## src/pkg/rss_defs.svh

```systemverilog
// What this block does
// - After power-up, clear non-latched memory, run every check, download I/O settings.
// - With a memory card present, check whether the system copy must run.
// - Each scan refreshes inputs, runs the program in RUN only, then refreshes outputs.
// - In STOP the program is skipped but I/O refresh continues every scan.
// - In STOP table, configuration, program, check and bit forcing commands pass.
// - RUN executes the program, outputs follow it, table and config commands rejected.
// - In STOP loop and interrupt tasks halt; unexecuted loop tasks stay halted.
// - In RUN a loop task runs if active or enabled, not if disabled.
// - In RUN an interrupt task runs whenever its condition holds.
// - STOP to RUN clears or keeps non-latched memory by setting; latched kept.
// - RUN to STOP and STOP itself leave both memory areas untouched.
// - Unscheduled communication requests are serviced outside the scheduled refresh.
`ifndef RSS_DEFS_SVH
`define RSS_DEFS_SVH

// Register byte offsets
`define RSS_OFS_CTRL     8'h00
`define RSS_OFS_STATUS   8'h04
`define RSS_OFS_CMD      8'h08
`define RSS_OFS_TASK     8'h0C

// Control register fields
`define RSS_CTRL_RUN     0
`define RSS_CTRL_NLCLR   1
`define RSS_CTRL_HOLD    2
`define RSS_CTRL_RST     32'h0000_0000

// Status register fields
`define RSS_ST_RUN       0
`define RSS_ST_INIT      1
`define RSS_ST_FAULT     2
`define RSS_ST_REJECT    3
`define RSS_ST_CLEAR     4
`define RSS_ST_COPY      5

// Command codes, low three bits of a command write
`define RSS_CMD_TABLE    3'h1
`define RSS_CMD_CFGINIT  3'h2
`define RSS_CMD_PROG     3'h3
`define RSS_CMD_CHECK    3'h4
`define RSS_CMD_FORCE    3'h5

// Index of the last power-up check; five checks, 0 to 4
`define RSS_CHECK_LAST   3'h4

`endif

```

## src/pkg/rss_pkg.sv

```systemverilog
`default_nettype none
package rss_pkg;

   // Sequencer states
   typedef enum logic [3:0] {
      RSS_PWR_CLR,
      RSS_CHECK,
      RSS_CARD,
      RSS_FAULT,
      RSS_IN_REF,
      RSS_EXEC,
      RSS_OUT_REF,
      RSS_COMM,
      RSS_RUN_CLR
   } rss_state_t;

   // Power-up check selector on the check port
   typedef enum logic [2:0] {
      RSS_CHK_PROGRAM,
      RSS_CHK_CPU_PARAM,
      RSS_CHK_TABLE_PARAM,
      RSS_CHK_IO_COMPARE,
      RSS_CHK_IO_DOWNLOAD
   } rss_check_t;

endpackage
`default_nettype wire

```

## src/rtl/rss_sequencer.sv

```systemverilog
// Our own choices: the AHB-Lite slave port and the address map.
`default_nettype none
`include "rss_defs.svh"
module rss_sequencer #(
   parameter int NTASK = 8,
   parameter int NIRQ  = 8,
   parameter int NL_AW = 10
) (
   // Clock and reset
   input  wire logic             CLK_IN,
   input  wire logic             RESET_N_IN,
   // AHB-Lite slave
   input  wire logic             HSEL_IN,
   input  wire logic [31:0]      HADDR_IN,
   input  wire logic [1:0]       HTRANS_IN,
   input  wire logic             HWRITE_IN,
   input  wire logic [2:0]       HSIZE_IN,
   input  wire logic [31:0]      HWDATA_IN,
   input  wire logic             HREADY_IN,
   output logic [31:0]           HRDATA_OUT,
   output logic                  HREADYOUT_OUT,
   output logic                  HRESP_OUT,
   // Power-up checks
   output logic                  CHECK_REQ_OUT,
   output logic [2:0]            CHECK_SEL_OUT,
   input  wire logic             CHECK_DONE_IN,
   input  wire logic             CHECK_FAIL_IN,
   // Memory card
   input  wire logic             CARD_PRESENT_IN,
   output logic                  CARD_CHK_REQ_OUT,
   input  wire logic             CARD_CHK_DONE_IN,
   input  wire logic             CARD_COPY_IN,
   // I/O refresh and program execution
   output logic                  IN_REF_REQ_OUT,
   input  wire logic             IN_REF_DONE_IN,
   output logic                  PROG_REQ_OUT,
   input  wire logic             PROG_DONE_IN,
   output logic                  OUT_REF_REQ_OUT,
   input  wire logic             OUT_REF_DONE_IN,
   // External output behaviour
   output logic                  OUT_PROG_OUT,
   output logic                  OUT_OFF_OUT,
   output logic                  OUT_HOLD_OUT,
   // Unscheduled communication
   input  wire logic             COMM_PEND_IN,
   output logic                  COMM_GRANT_OUT,
   input  wire logic             COMM_DONE_IN,
   // Configuration commands
   output logic                  CMD_REQ_OUT,
   output logic [2:0]            CMD_CODE_OUT,
   output logic [15:0]           CMD_ARG_OUT,
   // Tasks
   input  wire logic [NTASK-1:0] TASK_ENABLE_INSTR_IN,
   input  wire logic [NTASK-1:0] TASK_DISABLE_INSTR_IN,
   output logic [NTASK-1:0]      LOOP_TASK_RUN_OUT,
   input  wire logic [NIRQ-1:0]  IRQ_COND_IN,
   output logic [NIRQ-1:0]       INT_TASK_RUN_OUT,
   // Non-latched memory clear port
   output logic                  NL_WE_OUT,
   output logic [NL_AW-1:0]      NL_ADDR_OUT
);

   rss_pkg::rss_state_t  state_ff;
   rss_pkg::rss_state_t  nxt_state;
   logic [2:0]           step_ff;
   logic                 run_ff;
   logic                 nxt_run;
   logic                 init_done_ff;
   logic                 copy_ff;
   logic                 reject_ff;
   logic [31:0]          ctrl_ff;
   logic [NTASK-1:0]     task_mask_ff;
   logic                 clr_start;
   logic                 clr_busy;
   logic [NTASK-1:0]     task_en;
   // Bus pipeline
   logic                 wr_pend_ff;
   logic                 rd_pend_ff;
   logic [7:0]           addr_ff;
   logic                 addr_ok;
   logic                 wr_ctrl;
   logic                 wr_status;
   logic                 wr_cmd;
   logic                 wr_task;
   logic [31:0]          rd_mux;

   // Address phase accepted on a selected, ready NONSEQ or SEQ transfer of any size (HSIZE_IN is not decoded)
   assign addr_ok = HSEL_IN && HREADY_IN && HTRANS_IN[1];

   always_ff @(posedge CLK_IN or negedge RESET_N_IN) begin
      if (!RESET_N_IN) begin
         wr_pend_ff <= 1'b0;
         rd_pend_ff <= 1'b0;
         addr_ff    <= 8'h00;
      end else begin
         if (addr_ok) begin
            addr_ff <= HADDR_IN[7:0];
         end
         if (HREADY_IN) begin
            wr_pend_ff <= addr_ok && HWRITE_IN;
         end
         if (rd_pend_ff) begin
            rd_pend_ff <= 1'b0;
         end else begin
            rd_pend_ff <= addr_ok && !HWRITE_IN;
         end
      end
   end

   // Reads take one wait state so they see a write from the cycle before
   always_ff @(posedge CLK_IN or negedge RESET_N_IN) begin
      if (!RESET_N_IN) begin
         HREADYOUT_OUT <= 1'b1;
         HRDATA_OUT    <= 32'h0000_0000;
         HRESP_OUT     <= 1'b0;
      end else begin
         HRESP_OUT <= 1'b0;
         if (addr_ok && !HWRITE_IN && !rd_pend_ff) begin
            HREADYOUT_OUT <= 1'b0;
         end else if (rd_pend_ff) begin
            HREADYOUT_OUT <= 1'b1;
            HRDATA_OUT    <= rd_mux;
         end
      end
   end

   // Write strobes land at the end of the data phase
   assign wr_ctrl   = wr_pend_ff && HREADY_IN && (addr_ff == `RSS_OFS_CTRL);
   assign wr_status = wr_pend_ff && HREADY_IN && (addr_ff == `RSS_OFS_STATUS);
   assign wr_cmd    = wr_pend_ff && HREADY_IN && (addr_ff == `RSS_OFS_CMD);
   assign wr_task   = wr_pend_ff && HREADY_IN && (addr_ff == `RSS_OFS_TASK);

   // Read mux; unmapped words read zero with an OKAY answer
   always_comb begin
      rd_mux = 32'h0000_0000;
      unique case (addr_ff)
         `RSS_OFS_CTRL: begin
            rd_mux = ctrl_ff;
         end
         `RSS_OFS_STATUS: begin
            rd_mux[`RSS_ST_RUN]    = run_ff;
            rd_mux[`RSS_ST_INIT]   = init_done_ff;
            rd_mux[`RSS_ST_FAULT]  = (state_ff == rss_pkg::RSS_FAULT);
            rd_mux[`RSS_ST_REJECT] = reject_ff;
            rd_mux[`RSS_ST_CLEAR]  = clr_busy;
            rd_mux[`RSS_ST_COPY]   = copy_ff;
         end
         `RSS_OFS_TASK: begin
            rd_mux[NTASK-1:0] = task_en;
         end
         default: begin
            rd_mux = 32'h0000_0000;
         end
      endcase
   end

   // Software control bits; only the defined bits are kept
   always_ff @(posedge CLK_IN or negedge RESET_N_IN) begin
      if (!RESET_N_IN) begin
         ctrl_ff <= `RSS_CTRL_RST;
      end else if (wr_ctrl) begin
         ctrl_ff <= {29'h0000_0000, HWDATA_IN[2:0]};
      end
   end

   // Table and config rejected in RUN
   always_ff @(posedge CLK_IN or negedge RESET_N_IN) begin
      if (!RESET_N_IN) begin
         CMD_REQ_OUT  <= 1'b0;
         CMD_CODE_OUT <= 3'h0;
         CMD_ARG_OUT  <= 16'h0000;
         reject_ff    <= 1'b0;
      end else begin
         CMD_REQ_OUT <= 1'b0;
         if (wr_cmd && run_ff && (HWDATA_IN[2:0] == `RSS_CMD_TABLE
                                  || HWDATA_IN[2:0] == `RSS_CMD_CFGINIT)) begin
            reject_ff <= 1'b1;
         end else begin
            if (wr_status && HWDATA_IN[`RSS_ST_REJECT]) begin
               reject_ff <= 1'b0;
            end
            if (wr_cmd && init_done_ff) begin
               CMD_REQ_OUT  <= 1'b1;
               CMD_CODE_OUT <= HWDATA_IN[2:0];
               CMD_ARG_OUT  <= HWDATA_IN[31:16];
            end
         end
      end
   end

   // Sequencer next state
   always_comb begin
      nxt_state = state_ff;
      nxt_run   = run_ff;
      clr_start = 1'b0;
      unique case (state_ff)
         rss_pkg::RSS_PWR_CLR: begin
            if (clr_busy && NL_ADDR_OUT == {NL_AW{1'b1}}) begin
               nxt_state = rss_pkg::RSS_CHECK;
            end
         end
         rss_pkg::RSS_CHECK: begin
            if (CHECK_DONE_IN && CHECK_FAIL_IN) begin
               nxt_state = rss_pkg::RSS_FAULT;
            end else if (CHECK_DONE_IN && step_ff == `RSS_CHECK_LAST) begin
               nxt_state = CARD_PRESENT_IN ? rss_pkg::RSS_CARD : rss_pkg::RSS_IN_REF;
            end
         end
         rss_pkg::RSS_CARD: begin
            if (CARD_CHK_DONE_IN) begin
               nxt_state = rss_pkg::RSS_IN_REF;
            end
         end
         // Failed check parks the block; only reset leaves it
         rss_pkg::RSS_FAULT: begin
            nxt_state = rss_pkg::RSS_FAULT;
         end
         rss_pkg::RSS_IN_REF: begin
            if (IN_REF_DONE_IN) begin
               nxt_state = run_ff ? rss_pkg::RSS_EXEC : rss_pkg::RSS_OUT_REF;
            end
         end
         rss_pkg::RSS_EXEC: begin
            if (PROG_DONE_IN) begin
               nxt_state = rss_pkg::RSS_OUT_REF;
            end
         end
         rss_pkg::RSS_OUT_REF: begin
            if (OUT_REF_DONE_IN) begin
               nxt_state = rss_pkg::RSS_COMM;
            end
         end
         rss_pkg::RSS_COMM: begin
            if (!COMM_PEND_IN || COMM_DONE_IN) begin
               nxt_state = rss_pkg::RSS_IN_REF;
               if (ctrl_ff[`RSS_CTRL_RUN] && !run_ff) begin
                  if (ctrl_ff[`RSS_CTRL_NLCLR]) begin
                     nxt_state = rss_pkg::RSS_RUN_CLR;
                     clr_start = 1'b1;
                  end else begin
                     nxt_run = 1'b1;
                  end
               end else if (!ctrl_ff[`RSS_CTRL_RUN] && run_ff) begin
                  nxt_run = 1'b0;
               end
            end
         end
         rss_pkg::RSS_RUN_CLR: begin
            if (!clr_busy && !clr_start) begin
               nxt_state = rss_pkg::RSS_IN_REF;
               nxt_run   = 1'b1;
            end
         end
         default: begin
            nxt_state = rss_pkg::RSS_FAULT;
         end
      endcase
   end

   // State, mode and check step
   always_ff @(posedge CLK_IN or negedge RESET_N_IN) begin
      if (!RESET_N_IN) begin
         state_ff     <= rss_pkg::RSS_PWR_CLR;
         run_ff       <= 1'b0;
         step_ff      <= 3'h0;
         init_done_ff <= 1'b0;
         copy_ff      <= 1'b0;
      end else begin
         state_ff <= nxt_state;
         run_ff   <= nxt_run;
         if (state_ff == rss_pkg::RSS_CHECK && CHECK_DONE_IN && !CHECK_FAIL_IN
             && step_ff != `RSS_CHECK_LAST) begin
            step_ff <= step_ff + 3'h1;
         end
         if (state_ff == rss_pkg::RSS_CARD && CARD_CHK_DONE_IN) begin
            copy_ff <= CARD_COPY_IN;
         end
         if (nxt_state == rss_pkg::RSS_IN_REF) begin
            init_done_ff <= 1'b1;
         end
      end
   end

   // Handshake levels follow the next state so they leave a flop
   always_ff @(posedge CLK_IN or negedge RESET_N_IN) begin
      if (!RESET_N_IN) begin
         CHECK_REQ_OUT    <= 1'b0;
         CHECK_SEL_OUT    <= 3'h0;
         CARD_CHK_REQ_OUT <= 1'b0;
         IN_REF_REQ_OUT   <= 1'b0;
         PROG_REQ_OUT     <= 1'b0;
         OUT_REF_REQ_OUT  <= 1'b0;
         COMM_GRANT_OUT   <= 1'b0;
      end else begin
         CHECK_REQ_OUT    <= (nxt_state == rss_pkg::RSS_CHECK) && !CHECK_DONE_IN;
         CHECK_SEL_OUT    <= (state_ff == rss_pkg::RSS_CHECK && CHECK_DONE_IN)
                             ? step_ff + 3'h1 : step_ff;
         CARD_CHK_REQ_OUT <= (nxt_state == rss_pkg::RSS_CARD);
         IN_REF_REQ_OUT   <= (nxt_state == rss_pkg::RSS_IN_REF);
         PROG_REQ_OUT     <= (nxt_state == rss_pkg::RSS_EXEC);
         OUT_REF_REQ_OUT  <= (nxt_state == rss_pkg::RSS_OUT_REF);
         COMM_GRANT_OUT   <= (nxt_state == rss_pkg::RSS_COMM) && COMM_PEND_IN
                             && !COMM_DONE_IN;
      end
   end

   always_ff @(posedge CLK_IN or negedge RESET_N_IN) begin
      if (!RESET_N_IN) begin
         OUT_PROG_OUT <= 1'b0;
         OUT_OFF_OUT  <= 1'b1;
         OUT_HOLD_OUT <= 1'b0;
      end else begin
         OUT_PROG_OUT <= nxt_run;
         OUT_OFF_OUT  <= !nxt_run && !ctrl_ff[`RSS_CTRL_HOLD];
         OUT_HOLD_OUT <= !nxt_run && ctrl_ff[`RSS_CTRL_HOLD];
      end
   end

   // Software loads the active mask; enable and disable instructions then set or clear single tasks
   always_ff @(posedge CLK_IN or negedge RESET_N_IN) begin
      if (!RESET_N_IN) begin
         task_mask_ff <= '0;
      end else if (wr_task) begin
         task_mask_ff <= HWDATA_IN[NTASK-1:0];
      end
   end

   for (genvar i = 0; i < NTASK; i++) begin : g_task
      rss_task_gate u_gate (
         .clk_in      (CLK_IN),
         .reset_n_in  (RESET_N_IN),
         .load_in     (wr_task),
         .load_val_in (HWDATA_IN[i]),
         .on_in       (TASK_ENABLE_INSTR_IN[i] && run_ff),
         .off_in      (TASK_DISABLE_INSTR_IN[i] && run_ff),
         .enabled_out (task_en[i])
      );
   end

   always_ff @(posedge CLK_IN or negedge RESET_N_IN) begin
      if (!RESET_N_IN) begin
         LOOP_TASK_RUN_OUT <= '0;
         INT_TASK_RUN_OUT  <= '0;
      end else begin
         LOOP_TASK_RUN_OUT <= (nxt_state == rss_pkg::RSS_EXEC) ? task_en : '0;
         INT_TASK_RUN_OUT  <= nxt_run ? IRQ_COND_IN : '0;
      end
   end

   rss_nl_clear #(
      .AW (NL_AW)
   ) u_clear (
      .clk_in     (CLK_IN),
      .reset_n_in (RESET_N_IN),
      .start_in   (clr_start
                   || (state_ff == rss_pkg::RSS_PWR_CLR && !clr_busy)),
      .busy_out   (clr_busy),
      .we_out     (NL_WE_OUT),
      .addr_out   (NL_ADDR_OUT)
   );

endmodule
`default_nettype wire

```

## src/rtl/rss_nl_clear.sv

```systemverilog
`default_nettype none
module rss_nl_clear #(
   parameter int AW = 10
) (
   input  wire logic          clk_in,
   input  wire logic          reset_n_in,
   input  wire logic          start_in,
   output logic               busy_out,
   output logic               we_out,
   output logic [AW-1:0]      addr_out
);

   // Walk every non-latched word once, writing zero
   always_ff @(posedge clk_in or negedge reset_n_in) begin
      if (!reset_n_in) begin
         busy_out <= 1'b0;
         we_out   <= 1'b0;
         addr_out <= '0;
      end else if (start_in && !busy_out) begin
         busy_out <= 1'b1;
         we_out   <= 1'b1;
         addr_out <= '0;
      end else if (busy_out) begin
         if (addr_out == {AW{1'b1}}) begin
            busy_out <= 1'b0;
            we_out   <= 1'b0;
         end else begin
            addr_out <= addr_out + 1'b1;
         end
      end
   end

endmodule
`default_nettype wire

```

## src/rtl/rss_task_gate.sv

```systemverilog
`default_nettype none
module rss_task_gate (
   input  wire logic clk_in,
   input  wire logic reset_n_in,
   input  wire logic load_in,
   input  wire logic load_val_in,
   input  wire logic on_in,
   input  wire logic off_in,
   output logic      enabled_out
);

   // Enable instruction beats disable in the same cycle; software load wins both
   always_ff @(posedge clk_in or negedge reset_n_in) begin
      if (!reset_n_in) begin
         enabled_out <= 1'b0;
      end else if (load_in) begin
         enabled_out <= load_val_in;
      end else if (on_in) begin
         enabled_out <= 1'b1;
      end else if (off_in) begin
         enabled_out <= 1'b0;
      end
   end

endmodule
`default_nettype wire

```

## config.mk

```make
export PLATFORM = sky130hd
export DESIGN_NAME = rss_sequencer
export DESIGN_NICKNAME = d
export VERILOG_FILES = /design/src/pkg/rss_pkg.sv /design/src/rtl/rss_sequencer.sv /design/src/rtl/rss_nl_clear.sv /design/src/rtl/rss_task_gate.sv
export VERILOG_INCLUDE_DIRS = /design/src /design/src/pkg
export SDC_FILE = /design/constraint.sdc
export NUM_CORES = 1
export LEC_CHECK = 0
export ABC_AREA = 1
export BUFFER_PORTS_ARGS = -buffer_cell sky130_fd_sc_hd__buf_2
export CORE_ASPECT_RATIO = 0.5
export CORE_MARGIN = 2
export CORE_UTILIZATION = 40
export DETAILED_ROUTE_END_ITERATION = 16
export PLACE_DENSITY = 0.82
export SKIP_LAST_GASP = 1
export SYNTH_ARGS = -nofsm -noshare
export SYNTH_HDL_FRONTEND = slang
export SYNTH_SLANG_ARGS = --single-unit
```

## constraint.sdc

```tcl
create_clock -name CLK_IN -period 1.4 [get_ports CLK_IN]
set_input_delay 0.14 -clock CLK_IN [delete_from_list [all_inputs] [get_ports CLK_IN]]
set_output_delay 0.14 -clock CLK_IN [all_outputs]
set_load 0.05 [all_outputs]
```

== After elaboration in Yosys (flattened, before gate mapping) ==
Index checks and enable logic that the tools add are counted.
Cells by class
  equal/unequal tests: 23
  $add $sub $neg: 2
  bitwise gates (word level): 2
  multiplexer cells: 69
  reductions and logical operators: 78
Operators with widths (count)
  $logic_and A1 B1 Y1: 46
  $mux W1: 46
  $mux W4: 11
  $eq A4 B3 Y1 const B: 8
  $pmux W4 S8: 1
  $mux W10: 3
  $reduce_bool A3 Y1: 8
  $pmux W6 S3: 1
  $eq A8 B4 Y1 const B: 2
  $mux W8: 2
  $eq A4 B2 Y1 const B: 3
  $logic_not A1 Y1: 11
  $add A10 B1 Y10 const B: 1
  $eq A10 B10 Y1 const B: 1
  $eq A4 B1 Y1 const B: 2
  $eq A8 B3 Y1 const B: 1
  $logic_not A8 Y1: 1
  $reduce_and A2 Y1: 4
  $reduce_bool A2 Y1: 4
  $mux W3: 2
  $eq A4 B4 Y1 const B: 1
  $logic_not A4 Y1: 1
  $mux W2: 2
  $add A3 B1 Y3 const B: 1
  other kinds (8): 11
Word-level totals
  logic and storage cells: 211
  output and inout port bits: 93
  register bits after elaboration: 100

== Depth between registers and ports, before layout ==
Gate-level depths: netlist of the first run.
  depth after elaboration: 9
  mapped depth: 11
  depth with buffers taken out: 11

== Hierarchy ==
A second synthesis of the first run with hierarchy kept.
Second synthesis, totals
  cell total of the unflattened synthesis: 602
  area, all modules: 4893.4 µm²
By module, submodules not included
  rss_sequencer: times used 1, area an instance 3812.4 µm², cells an instance 465, seq. area each 2004.4 µm²
  rss_nl_clear: times used 1, area an instance 640.6 µm², cells an instance 81, seq. area each 300.3 µm²
  rss_task_gate: times used 8, area an instance 55.1 µm², cells an instance 7, seq. area each 25.0 µm²

== Least setup slack after synthesis of the first run ==
OpenSTA, ideal clock, no wires.
  kind: register -> register
  from: register u_clear.addr_out[0]
  to: register u_clear.addr_out[0]
  clock period less this slack: 1.823 ns
  data required time: 1.256 ns
  data arrival time: 1.679 ns
  setup slack: -0.423 ns
  setup time: 0.144 ns
  cell stages (with the launch flop): 11
  cells stage by stage: dfrtp_1 > ha_1 > inv_1 > nor2_2 > nand2_1 > nor2_2 > inv_1 > nand2_2 > inv_2 > nor2_1 > a21oi_1
Between the ends
  word-level cells in the longest chain between the ends: 4
  elaborated cells between the ends (all ways): 7
Ends and longest elaborated chain
  start: declaration: line rss_nl_clear.sv:10  | output logic [AW-1:0] addr_out
  start signal: assignment: line rss_nl_clear.sv:28  | addr_out <= addr_out + 1'b1;
  $add A10 B1 Y10: line rss_nl_clear.sv:28
  $mux W10: line rss_nl_clear.sv:24  | if (addr_out == {AW{1'b1}}) begin
  $mux W10: line rss_nl_clear.sv:23  | end else if (busy_out) begin
  $mux W10: line rss_nl_clear.sv:19  | end else if (start_in && !busy_out) begin
Several ways; a longest one is shown, not always the timed one. The select of a mux whose other input is x is not followed.
A chain may end at the register's enable or synchronous reset.

== Worst setup path after layout of the first run ==
  from: register state_ff[1]
  to: register init_done_ff
Between the ends
  elaborated cells between the ends (all ways): 19
RTL lines
  start: declaration: line rss_sequencer.sv:63  | rss_pkg::rss_state_t state_ff;
  start signal: assignment: line rss_sequencer.sv:263  | state_ff <= rss_pkg::RSS_PWR_CLR;
  start signal: assignment: line rss_sequencer.sv:269  | state_ff <= nxt_state;
  $eq A4 B4 Y1 (tied with other cells): line rss_sequencer.sv:196  | unique case (state_ff)
  $pmux W4 S8 *: line rss_sequencer.sv:196
  via nxt_state[0]: line rss_sequencer.sv:64  | rss_pkg::rss_state_t nxt_state;
  $eq A4 B3 Y1 *: line rss_sequencer.sv:278  | if (nxt_state == rss_pkg::RSS_IN_REF) begin
  end signal: assignment: line rss_sequencer.sv:266  | init_done_ff <= 1'b0;
  end signal: assignment: line rss_sequencer.sv:279  | init_done_ff <= 1'b1;
  end: declaration: line rss_sequencer.sv:68  | logic init_done_ff;
Mark *: on every way through the listed nets, which the timed path passes. The rest lies on a longest branch.

==> flow_summary_export.csv, run 1 <==
group,metric,value,unit
cts,cts_tree,"yes",
sta,rsz0062_at_grt,"yes",
setup_path,timing.critical_path.required,1650,ps
floorplan,ios,201,
sta,skew,13.7,ps
sta,report.final.slew_viol_count,0,
cts,cts_max_path_buffers,2,
final_layout,antenna_cells,0,
place,pre_cts_ws,-142,ps
sta,finalHoldViolCount,1,
logic_synthesis,synthFlopType,"sky130_fd_sc_hd__dfrtp_1",
place,buffer_ports.inserted,139,
cts,clock_insertion_delay_worst_skew,360,ps
drt,drtPass1Iterations,6,
place,placed_cell_area,0.00595,mm2
drt,initialDrtViolationCount,649,
sta,worst_hold_margin,-7.39,ps
floorplan,die_width,157,um
place,dp_hpwl,8.98,mm
sta,setup_slack,-332,ps
logic_synthesis,syn_area_per_cell,8.58,um2
cts,cts_inserted_buffers,9,
status,run_status,"complete, but fails checks",
floorplan,core_region_area,0.0112,mm2
global_routing,grt_pass1_wl,22.3,mm
logic_synthesis,yosysSeqAreaShare,53.3,%
logic_synthesis,synth_largest_area_cell,"sky130_fd_sc_hd__dfrtp_1",
global_routing,largest_net_degree_at_the_start_of_global_routing,34,
logic_synthesis,synth.ff_latch_count,100,
setup_path,critical_path_slowest_stage_cell,"sky130_fd_sc_hd__dfrtp_2",
floorplan,row_count,27,
global_routing,number_of_antenna_violations_at_the_first_check_in_global_routing,0,
final_layout,finalNonFillerCells,965,
sta,fin_setup_tns,-17770,ps
place,dp_cells,893,
logic_synthesis,yosysMostFrequentCell,"sky130_fd_sc_hd__nand2_1",
place,gp_weighted_congestion,0.867,
final_layout,finalNetCount,912,
cts,cts-root-buf,"sky130_fd_sc_hd__clkbuf_16",
setup_path,timing.critical_path.cells,"buf_6 > inv_4 > nand2_1 > buf_4 > nor2_1 > nand2_2 > nand3_4 > nor2_4 > nand3_4 > nor2_2 > nand2_2 > nand2_1",
setup_path,timing.reg2reg.setup_slack,-330,ps
logic_synthesis,synth-edff-count,0,
logic_synthesis,post_synthesis_cells,548,
sta,finalCritPeriodShare,124,%
pwr,powerDensity,1580,mW/mm2
logic_synthesis,synth.top_cells.by_count,"162 x sky130_fd_sc_hd__nand2_1, 98 x sky130_fd_sc_hd__dfrtp_1, 48 x sky130_fd_sc_hd__inv_1",
setup_path,timing.critical_path.to_type,"flip-flop",
cts,clock_tree.htree_level_count,3,
pwr,total_power_consumption_of_the_routed_design,12.0,mW
logic_synthesis,synthesis.area,0.00470,mm2
logic_synthesis,async_flop_share,100,%
final_layout,layout-drive-gt1-share,55.2,%
pwr,ir_worst_vdd,0.996,mV
drt,drt_total_wl,19.6,mm
setup_path,critical_path_class,"reg2reg",
final_layout,post-route-util,67.8,%
setup_path,timing.critical_path.from_type,"flip-flop",
floorplan,die_height,80.7,um
worst_hold_path,holdCritPathClass,"in2reg",
floorplan,initial_utilization,41.9,%
final_layout,area_delta_synth_final,61.7,%
pwr,leakagePower,4.09,nW
global_routing,first_global_vias,4680,
drt,route.detailed.wl_per_inst,20.4,um
cts,worst_setup_hold_path_clk_slew,80,ps
drt,ant_nets,0,
status,violations,"negative hold slack, negative setup slack",
drt,remaining_drc_errors,0,
logic_synthesis,ys_top_cells_by_area,"sky130_fd_sc_hd__dfrtp_1 52%, sky130_fd_sc_hd__nand2_1 13%, sky130_fd_sc_hd__buf_4 4.3%, sky130_fd_sc_hd__inv_1 3.8%, sky130_fd_sc_hd__nand3_1 3.3%",
global_routing,globalRoute.totalOverflow,0,
sta,setup-violations-final,88,
run,cap_violations,0,
global_routing,grt_util_all_layers,22.7,%
sta,achievable-frequency,0.577,GHz
setup_path,cp.arrival,1980,ps
setup_path,crit_fanout,5,
logic_synthesis,ys_warn_count,0,
drt,via_per_inst,5.46,
setup_path,worst_path_largest_cell_delay,470,ps
drt,detailroute.via_count,5265,
logic_synthesis,synth.top_cell.area_share,52.2,%
sta,final_critical_period,1730,ps
logic_synthesis,yosys.cell_types.count,38,
final_layout,final_area,0.00760,mm2
floorplan,die_area,0.0127,mm2
cts,cts.sink_count,100,
-- flip-flops by register name, indices dropped and copies added, names as in the netlist, 3 cells and up --
register                   cells
CMD_CODE_OUT                   3
CHECK_SEL_OUT                  3
HRDATA_OUT                     8
LOOP_TASK_RUN_OUT              8
CMD_ARG_OUT                   16
INT_TASK_RUN_OUT               8
u_clear.addr_out              10
state_ff                       4
step_ff                        3
ctrl_ff                        3
addr_ff                        8
g_task.u_gate.enabled_out      8
-- worst max-delay path, delay by kind of cell, from the launching register on --
family	cells	cell delay, ps
DFF	1	470
and+or+nand+nor	9	810
buffers and inverters	3	330
-- power breakdown --
part           internal, mW  switching [mW]  leakage (nW)
clock network          1.26            1.22         0.128
registers              3.41           0.393          1.27
logic                  2.16            3.56          2.68
-- cells in the final DEF (no fill, tap or decap), drive strengths merged, types with 2 or more instances in the layout --
master | netlist | routed
a21oi | 6 | 6
a22o | 8 | 8
buf | 32 | 226
clkbuf | 2 | 14
clkinv | 1 | 2
clkinvlp | 0 | 3
conb | 1 | 25
dfrtp | 98 | 98
dfstp | 2 | 2
dlygate4sd3 | 0 | 23
ha | 3 | 3
inv | 76 | 77
mux2 | 7 | 7
nand2 | 166 | 166
nand3 | 33 | 33
nand4 | 3 | 3
nor2 | 51 | 51
nor3 | 7 | 7
o211ai | 3 | 3
o21ai | 32 | 32
o31ai | 2 | 2
xor2 | 9 | 9
-- path summary, 6_finish.rpt --
check                           cells after the start            from                   to
worst max-delay path                               12     state_ff[1]         init_done_ff
worst min-delay path                                3  IRQ_COND_IN[3]  INT_TASK_RUN_OUT[3]
worst max register to register                     12     state_ff[1]         init_done_ff
worst min register to register                      2   HRDATA_OUT[4]        HRDATA_OUT[4]
max in group asynchronous                           3      RESET_N_IN        HRDATA_OUT[5]
min in group asynchronous                           2      RESET_N_IN  INT_TASK_RUN_OUT[0]
-- what timing repair did --
item / in CTS / in global routing
gates resized for setup: 43 / 190
endpoints found under the setup margin: 71 / 84
cloned: 0 / 4
pin swaps: 9 / 48
hold buffers: 23 / 0
hold endpoints to repair: 98 / 0
setup buffers: 10 / 21
-- per-layer routing --
layer | track usage [%] | vias to the layer above | part of all wire [%]
met2 | 40.9 | 444 | 47
met1 | 25.0 | 2516 | 37
met3 | 6.48 | 131 | 9.9
met5 | 0 | - | 0
met4 | 11.0 | 0 | 6.2
li1 | - | 2174 | -
-- cell families (layout without fill, tap and decap cells) --
kind of cell    after synthesis  count (layout)  synth area share (%)
fa+ha+maj                     3               3                 0.799
simple gates                262             262                  24.0
compound gates               55              55                  7.24
other cells                   1              25                0.0798
xor+xnor                      9               9                  1.68
buf+inv                     111             345                  11.3
flops                       100             100                  53.3
mux                           7               7                  1.68
-- final cells by class --
type / instances / area [um2]
Tap cell: 159 / 199
Fill cell: 685 / 3610
Clock buffer: 11 / 243
Timing Repair Buffer: 252 / 1810
Clock inverter: 5 / 36.3
Inverter: 77 / 319
Multi-Input combinational cell: 361 / 2470
Sequential cell: 100 / 2520
Note: power is estimated with default switching activity, not from simulation.
==> run 2, diff against run 1 <==
SETUP_SLACK_MARGIN = 0.3   (was unset)
==> run 2 against run 1 <==
- the run ends with negative setup slack left
- core utilization is 4.6 points higher
- critical path depth down 5
- die area is the same
- sequential share of layout area fell by 2.1 points
- first-iteration DRC count is 4.6% lower
- routed wire length up 7.9%
- clock skew decreased by 0.84 ps
==> flow_summary_export.csv, run 2 (synthesized netlist as in run 1, its figures left out) <==
group,metric,value,unit
sta,rsz0062_at_grt,"yes",
final_layout,layout-drive-gt1-share,57.7,%
sta,skew,12.9,ps
pwr,total_power_consumption_of_the_routed_design,12.3,mW
final_layout,post-route-util,72.3,%
place,gp_weighted_congestion,0.810,
worst_hold_path,worstHoldStart,"HADDR_IN[6]",
drt,initialDrtViolationCount,619,
global_routing,first_global_vias,5108,
setup_path,timing.critical_path.required,1610,ps
cts,cts_max_path_buffers,2,
final_layout,largestRegisters,"CMD_ARG_OUT x16, u_clear.addr_out x10",
setup_path,timing.rr.start,"addr_ff[0]",
worst_hold_path,min_to,"addr_ff[6]",
worst_hold_path,holdCritPathClass,"in2reg",
drt,route.detailed.wl_per_inst,21.7,um
floorplan,die_width,157,um
cts,clock_tree.htree_level_count,3,
cts,cts-root-buf,"sky130_fd_sc_hd__clkbuf_16",
setup_path,worst_r2r_path_depth,7,
final_layout,layout_commonest_cell,"sky130_fd_sc_hd__nand2_1",
global_routing,largest_net_degree_at_the_start_of_global_routing,34,
drt,remaining_drc_errors,0,
sta,achievable-frequency,0.545,GHz
final_layout,fillerInstances,648,
global_routing,number_of_antenna_violations_at_the_first_check_in_global_routing,0,
sta,tightest_slew,584,ps
status,violations,"negative setup slack",
setup_path,worstReg2RegEnd,"CMD_ARG_OUT[4]",
cts,cts.sink_count,100,
final_layout,finalNonFillerCells,978,
final_layout,finalNetCount,924,
drt,via_per_inst,5.58,
setup_path,critical_path_class,"reg2reg",
final_layout,largest_register_ffs,16,
floorplan,die_height,80.7,um
final_layout,area_delta_synth_final,72.6,%
place,pre_cts_ws,-160,ps
sta,setup-violations-final,84,
global_routing,globalRoute.totalOverflow,0,
setup_path,timing.critical_path.to_type,"flip-flop",
global_routing,grt_util_all_layers,25.9,%
floorplan,initial_utilization,41.9,%
status,run_status,"complete, but fails checks",
floorplan,core_region_area,0.0112,mm2
floorplan,row_count,27,
final_layout,regMostFlops,"CMD_ARG_OUT",
sta,setup_slack,-433,ps
floorplan,die_area,0.0127,mm2
run,cap_violations,0,
drt,ant_nets,0,
final_layout,final_area,0.00811,mm2
setup_path,crit_fanout,5,
sta,report.final.slew_viol_count,0,
drt,drtPass1Iterations,5,
sta,finalHoldViolCount,0,
pwr,ir_worst_vdd,0.803,mV
sta,worst_hold_margin,12.3,ps
setup_path,cp.arrival,2040,ps
pwr,leakagePower,4.23,nW
place,buffer_ports.inserted,139,
place,dp_cells,891,
place,placed_cell_area,0.00607,mm2
drt,detailroute.via_count,5456,
global_routing,grt_pass1_wl,25.0,mm
setup_path,timing.critical_path.from_type,"flip-flop",
sta,timing.max_slew.rel_slack,60.9,%
cts,cts_inserted_buffers,9,
place,dp_hpwl,9.04,mm
cts,worst_setup_hold_path_clk_slew,70,ps
sta,final_critical_period,1830,ps
floorplan,ios,201,
cts,clock_insertion_delay_worst_skew,370,ps
pwr,powerDensity,1520,mW/mm2
setup_path,timing.reg2reg.setup_slack,-430,ps
sta,fin_setup_tns,-16520,ps
sta,finalCritPeriodShare,131,%
worst_hold_path,holdPathStages,2,
final_layout,most-common-layout-cells,"94 x sky130_fd_sc_hd__nand2_1, 90 x sky130_fd_sc_hd__buf_4, 85 x sky130_fd_sc_hd__dfrtp_1, 84 x sky130_fd_sc_hd__buf_2, 43 x sky130_fd_sc_hd__nand2_2",
cts,cts_tree,"yes",
drt,drt_total_wl,21.2,mm
-- run 2: timing repair --
item,4_1_cts,5_1_grt
setup buffers,20,21
gates resized for setup,147,166
endpoints found under the setup margin,126,122
hold buffers,25,0
pin swaps,34,40
endpoints found under the hold margin,91,0
cloned,2,2
-- run 2: metal layers --
layer	up-vias	routed length (um)	track usage (%)
li1	2192	-	-
met1	2559	7430	28.0
met2	502	9990	45.8
met3	203	2140	6.85
met4	0	1640	16.6
met5	-	0	0
-- run 2: power by group --
part | switching (mW) | leakage (nW) | internal, mW
sequential | 0.476 | 1.27 | 3.41
clock | 1.17 | 0.148 | 1.53
combinational | 3.57 | 2.81 | 2.15
total | 5.22 | 4.23 | 7.10
-- run 2: area by class of cell --
class / count / area [um2] / area share [%]
antenna: 1 / 2.50 / 0.0308
tap: 159 / 199 / 2.45
timing repair buffer: 264 / 2220 / 27.3
multi-input combinational: 361 / 2520 / 31.0
clock buffer: 13 / 270 / 3.33
inverter: 77 / 340 / 4.20
sequential: 100 / 2520 / 31.1
clock inverter: 3 / 45.0 / 0.555
-- run 2: worst max-delay path by stage --
| stage | end | depth (start not counted) | start |
|---|---|---|---|
| 3_5_place_dp | init_done_ff | 9 | state_ff[0] |
| 6_report | CMD_ARG_OUT[4] | 7 | addr_ff[0] |
| 3_3_place_gp | init_done_ff | 9 | state_ff[0] |
| 2_1_floorplan | u_clear.addr_out[3] | 9 | u_clear.addr_out[0] |
| 4_1_cts | INT_TASK_RUN_OUT[0] | 9 | state_ff[2] |
| 5_1_grt | CMD_ARG_OUT[4] | 7 | addr_ff[0] |
-- run 2: critical path, cell delays in order, from the launching register on --
cell and delay, ps:
sky130_fd_sc_hd__dfrtp_1 410, sky130_fd_sc_hd__nor2_2 160, sky130_fd_sc_hd__nand3_2 110, sky130_fd_sc_hd__nor3_4 330, sky130_fd_sc_hd__nand3_4 250, sky130_fd_sc_hd__clkbuf_16 250, sky130_fd_sc_hd__nand2_4 50, sky130_fd_sc_hd__nand2_1 120
==> run 3, diff against run 2 <==
--- a/config.mk
+++ b/config.mk
@@ -14,5 +14,5 @@
 export DETAILED_ROUTE_END_ITERATION = 16
 export PLACE_DENSITY = 0.82
-export SETUP_SLACK_MARGIN = 0.3
+export SETUP_SLACK_MARGIN = 0.15
 export SKIP_LAST_GASP = 1
 export SYNTH_ARGS = -nofsm -noshare
==> constraint.sdc (replaced) <==
create_clock -name CLK_IN -period 1.4 [get_ports CLK_IN]
set_input_delay 0.21 -clock CLK_IN [delete_from_list [all_inputs] [get_ports CLK_IN]]
set_output_delay 0.21 -clock CLK_IN [all_outputs]
set_load 0.05 [all_outputs]
==> run 3 against run 2 <==
- cell area fell by 4.9%
- routed wire length shrank 9.3%
- the flow still finishes with violations (negative setup slack)
- register-to-register slack is essentially flat
- via count fell by 6.5%
- largest power group unchanged
- sequential power down 2%
- sequential share of layout area rose by 1.6 points
- clock power shrank 8.1%
- hold slack gained 26 ps
- clock-buffer cell count down 2
- cell count down 3.5%
- first-iteration DRC count decreased by 11%
- largest cell class is now multi-input gates
==> flow_summary_export.csv, run 3 (synthesized netlist as in run 1, its figures left out) <==
group,metric,value,unit
status,run_status,"complete, but fails checks",
status,violations,"negative setup slack",
final_layout,fillerInstances,654,
floorplan,core_region_area,0.0112,mm2
final_layout,finalNonFillerCells,944,
sta,skew,12.5,ps
sta,worst_hold_margin,38.3,ps
pwr,powerDensity,1520,mW/mm2
global_routing,first_global_vias,4670,
setup_path,worstReg2RegEnd,"CMD_ARG_OUT[2]",
setup_path,critical_path_class,"reg2reg",
worst_hold_path,holdCritPathClass,"in2reg",
sta,setup-violations-final,82,
final_layout,final-seq-area,0.00252,mm2
final_layout,post-route-util,68.8,%
drt,remaining_drc_errors,0,
global_routing,largest_net_degree_at_the_start_of_global_routing,36,
global_routing,globalRoute.totalOverflow,0,
floorplan,ios,201,
final_layout,layout-drive-gt1-share,59.1,%
global_routing,grt_util_all_layers,23.2,%
setup_path,timing.critical_path.from_type,"flip-flop",
pwr,power_frac_clock,21.1,%
pwr,leakagePower,4.14,nW
final_layout,final_area,0.00771,mm2
setup_path,setup.worst_path.start,"addr_ff[7]",
global_routing,number_of_antenna_violations_at_the_first_check_in_global_routing,0,
sta,final_critical_period,1820,ps
sta,rsz0062_at_grt,"yes",
worst_hold_path,min_to,"rd_pend_ff",
drt,detailroute.via_count,5099,
floorplan,die_height,80.7,um
cts,worst_setup_hold_path_clk_slew,70,ps
cts,clock_tree.htree_level_count,3,
run,cap_violations,0,
setup_path,cp.arrival,2110,ps
place,gp_weighted_congestion,0.810,
final_layout,largest_register_ffs,16,
final_layout,finalNetCount,891,
final_layout,antenna_cells,0,
pwr,internal-power,6.68,mW
place,placed_cell_area,0.00598,mm2
final_layout,largestRegisters,"CMD_ARG_OUT x16, u_clear.addr_out x10",
sta,fin_setup_tns,-12140,ps
worst_hold_path,holdPathStages,2,
drt,ant_nets,0,
floorplan,initial_utilization,41.9,%
setup_path,timing.critical_path.cells,"nor2_2 > nand2_2 > nor3_4 > nand3_4 > buf_4 > inv_6 > nand2_1 > nand2_1",
setup_path,timing.rr.start,"addr_ff[7]",
sta,achievable-frequency,0.549,GHz
setup_path,cpMostUsedCell,"sky130_fd_sc_hd__nand2_1",
pwr,p_sw_share,43.2,%
drt,route.detailed.wl_per_inst,20.4,um
final_layout,multi_input_comb_area,0.00257,mm2
sta,setup_slack,-422,ps
setup_path,timing.reg2reg.setup_slack,-420,ps
cts,clock_insertion_delay_worst_skew,360,ps
setup_path,crit_fanout,8,
drt,drt_total_wl,19.2,mm
pwr,net-switching-power,5.07,mW
place,dp_cells,887,
place,buffer_ports.inserted,139,
sta,timing.max_slew.rel_slack,61.0,%
place,dp_hpwl,9.02,mm
setup_path,timing.critical_path.required,1690,ps
cts,cts_max_path_buffers,2,
cts,cts.sink_count,100,
floorplan,die_width,157,um
global_routing,grt_pass1_wl,22.4,mm
drt,drtPass1Iterations,5,
sta,report.final.slew_viol_count,0,
setup_path,worst_r2r_path_depth,8,
final_layout,regMostFlops,"CMD_ARG_OUT",
setup_path,critical_path_slowest_stage_cell,"sky130_fd_sc_hd__dfrtp_1",
sta,finalHoldViolCount,0,
cts,cts_inserted_buffers,9,
cts,cts-root-buf,"sky130_fd_sc_hd__clkbuf_16",
worst_hold_path,worstHoldStart,"HWRITE_IN",
pwr,ir_worst_vdd,0.775,mV
cts,cts_tree,"yes",
pwr,total_power_consumption_of_the_routed_design,11.7,mW
final_layout,most-common-layout-cells,"125 x sky130_fd_sc_hd__buf_2, 98 x sky130_fd_sc_hd__nand2_1, 86 x sky130_fd_sc_hd__dfrtp_1, 51 x sky130_fd_sc_hd__buf_4, 41 x sky130_fd_sc_hd__nand2_2",
final_layout,layout_commonest_cell,"sky130_fd_sc_hd__buf_2",
sta,tightest_slew,583,ps
pwr,share_comb_of_total_power,46.5,%
sta,finalCritPeriodShare,130,%
final_layout,area_delta_synth_final,64.1,%
setup_path,timing.critical_path.to_type,"flip-flop",
setup_path,worst_path_largest_cell_delay,400,ps
drt,initialDrtViolationCount,552,
drt,via_per_inst,5.40,
floorplan,row_count,27,
floorplan,die_area,0.0127,mm2
pwr,p_seq_share,32.4,%
place,pre_cts_ws,-188,ps
==> run 3: changes by cell type in the layout (fill, tap and decap cells not counted), moves of 5 or more <==
cell	before	now
sky130_fd_sc_hd__buf_2	84	125
sky130_fd_sc_hd__buf_4	90	51
sky130_fd_sc_hd__dlygate4sd3_1	25	1
sky130_fd_sc_hd__nor2_2	19	11
sky130_fd_sc_hd__buf_6	36	29
sky130_fd_sc_hd__clkbuf_4	8	1
sky130_fd_sc_hd__o21ai_1	20	13
sky130_fd_sc_hd__nor2_4	16	22
sky130_fd_sc_hd__inv_2	24	29
==> run 3: worst max-delay path, delay by kind of cell, from the launching register on <==
kind | cells | cell delay [ps]
simple gates | 6 | 1040
flops | 1 | 400
buf+inv | 2 | 300
==> run 3: power by group through the flow <==
stage | logic (mW) | clock network (mW) | registers [mW]
finish | 5.46 | 2.48 | 3.81
global route | 5.68 | 2.58 | 3.85
CTS | 4.43 | 2.44 | 3.73
detailed placement | 3.69 | 0 | 3.72
global placement | 3.59 | 0 | 3.70
floorplan | 1.81 | 0 | 4.50
==> run 3: how the worst max path moves through the flow <==
stage | slack (ps) | endpoint
after floorplan | -170 | u_clear.addr_out[3]
after global placement | -100 | CMD_ARG_OUT[0]
after detailed placement | -190 | CMD_ARG_OUT[4]
after CTS | -90 | g_task[6].u_gate.enabled_out
after global routing | -450 | CMD_ARG_OUT[2]
final | -420 | CMD_ARG_OUT[2]
==> run 3: metal layers <==
layer  GRT usage, %  up-vias  share of wire [%]
met5              0        -                  0
met4           11.5        0                5.7
met3           5.99      123                8.9
met2           44.0      377                 48
met1           24.2     2468                 37
li1               -     2131                  -
==> run 3: timing repair <==
item,CTS,global route
resized for setup,152,141
gates cloned,2,4
endpoints found under the setup margin,98,100
buffers inserted,19,15
hold buffers,1,0
hold endpoints to repair,58,0
pin swaps,26,49
==> run 3: area by class of cell <==
class	instances	area share [%]
multi-input combinational	361	33.3
timing repair inverter	2	0.324
timing repair buffer	229	23.0
inverter	77	4.33
tap	159	2.58
clock inverter	5	0.470
clock buffer	11	3.28
sequential	100	32.7
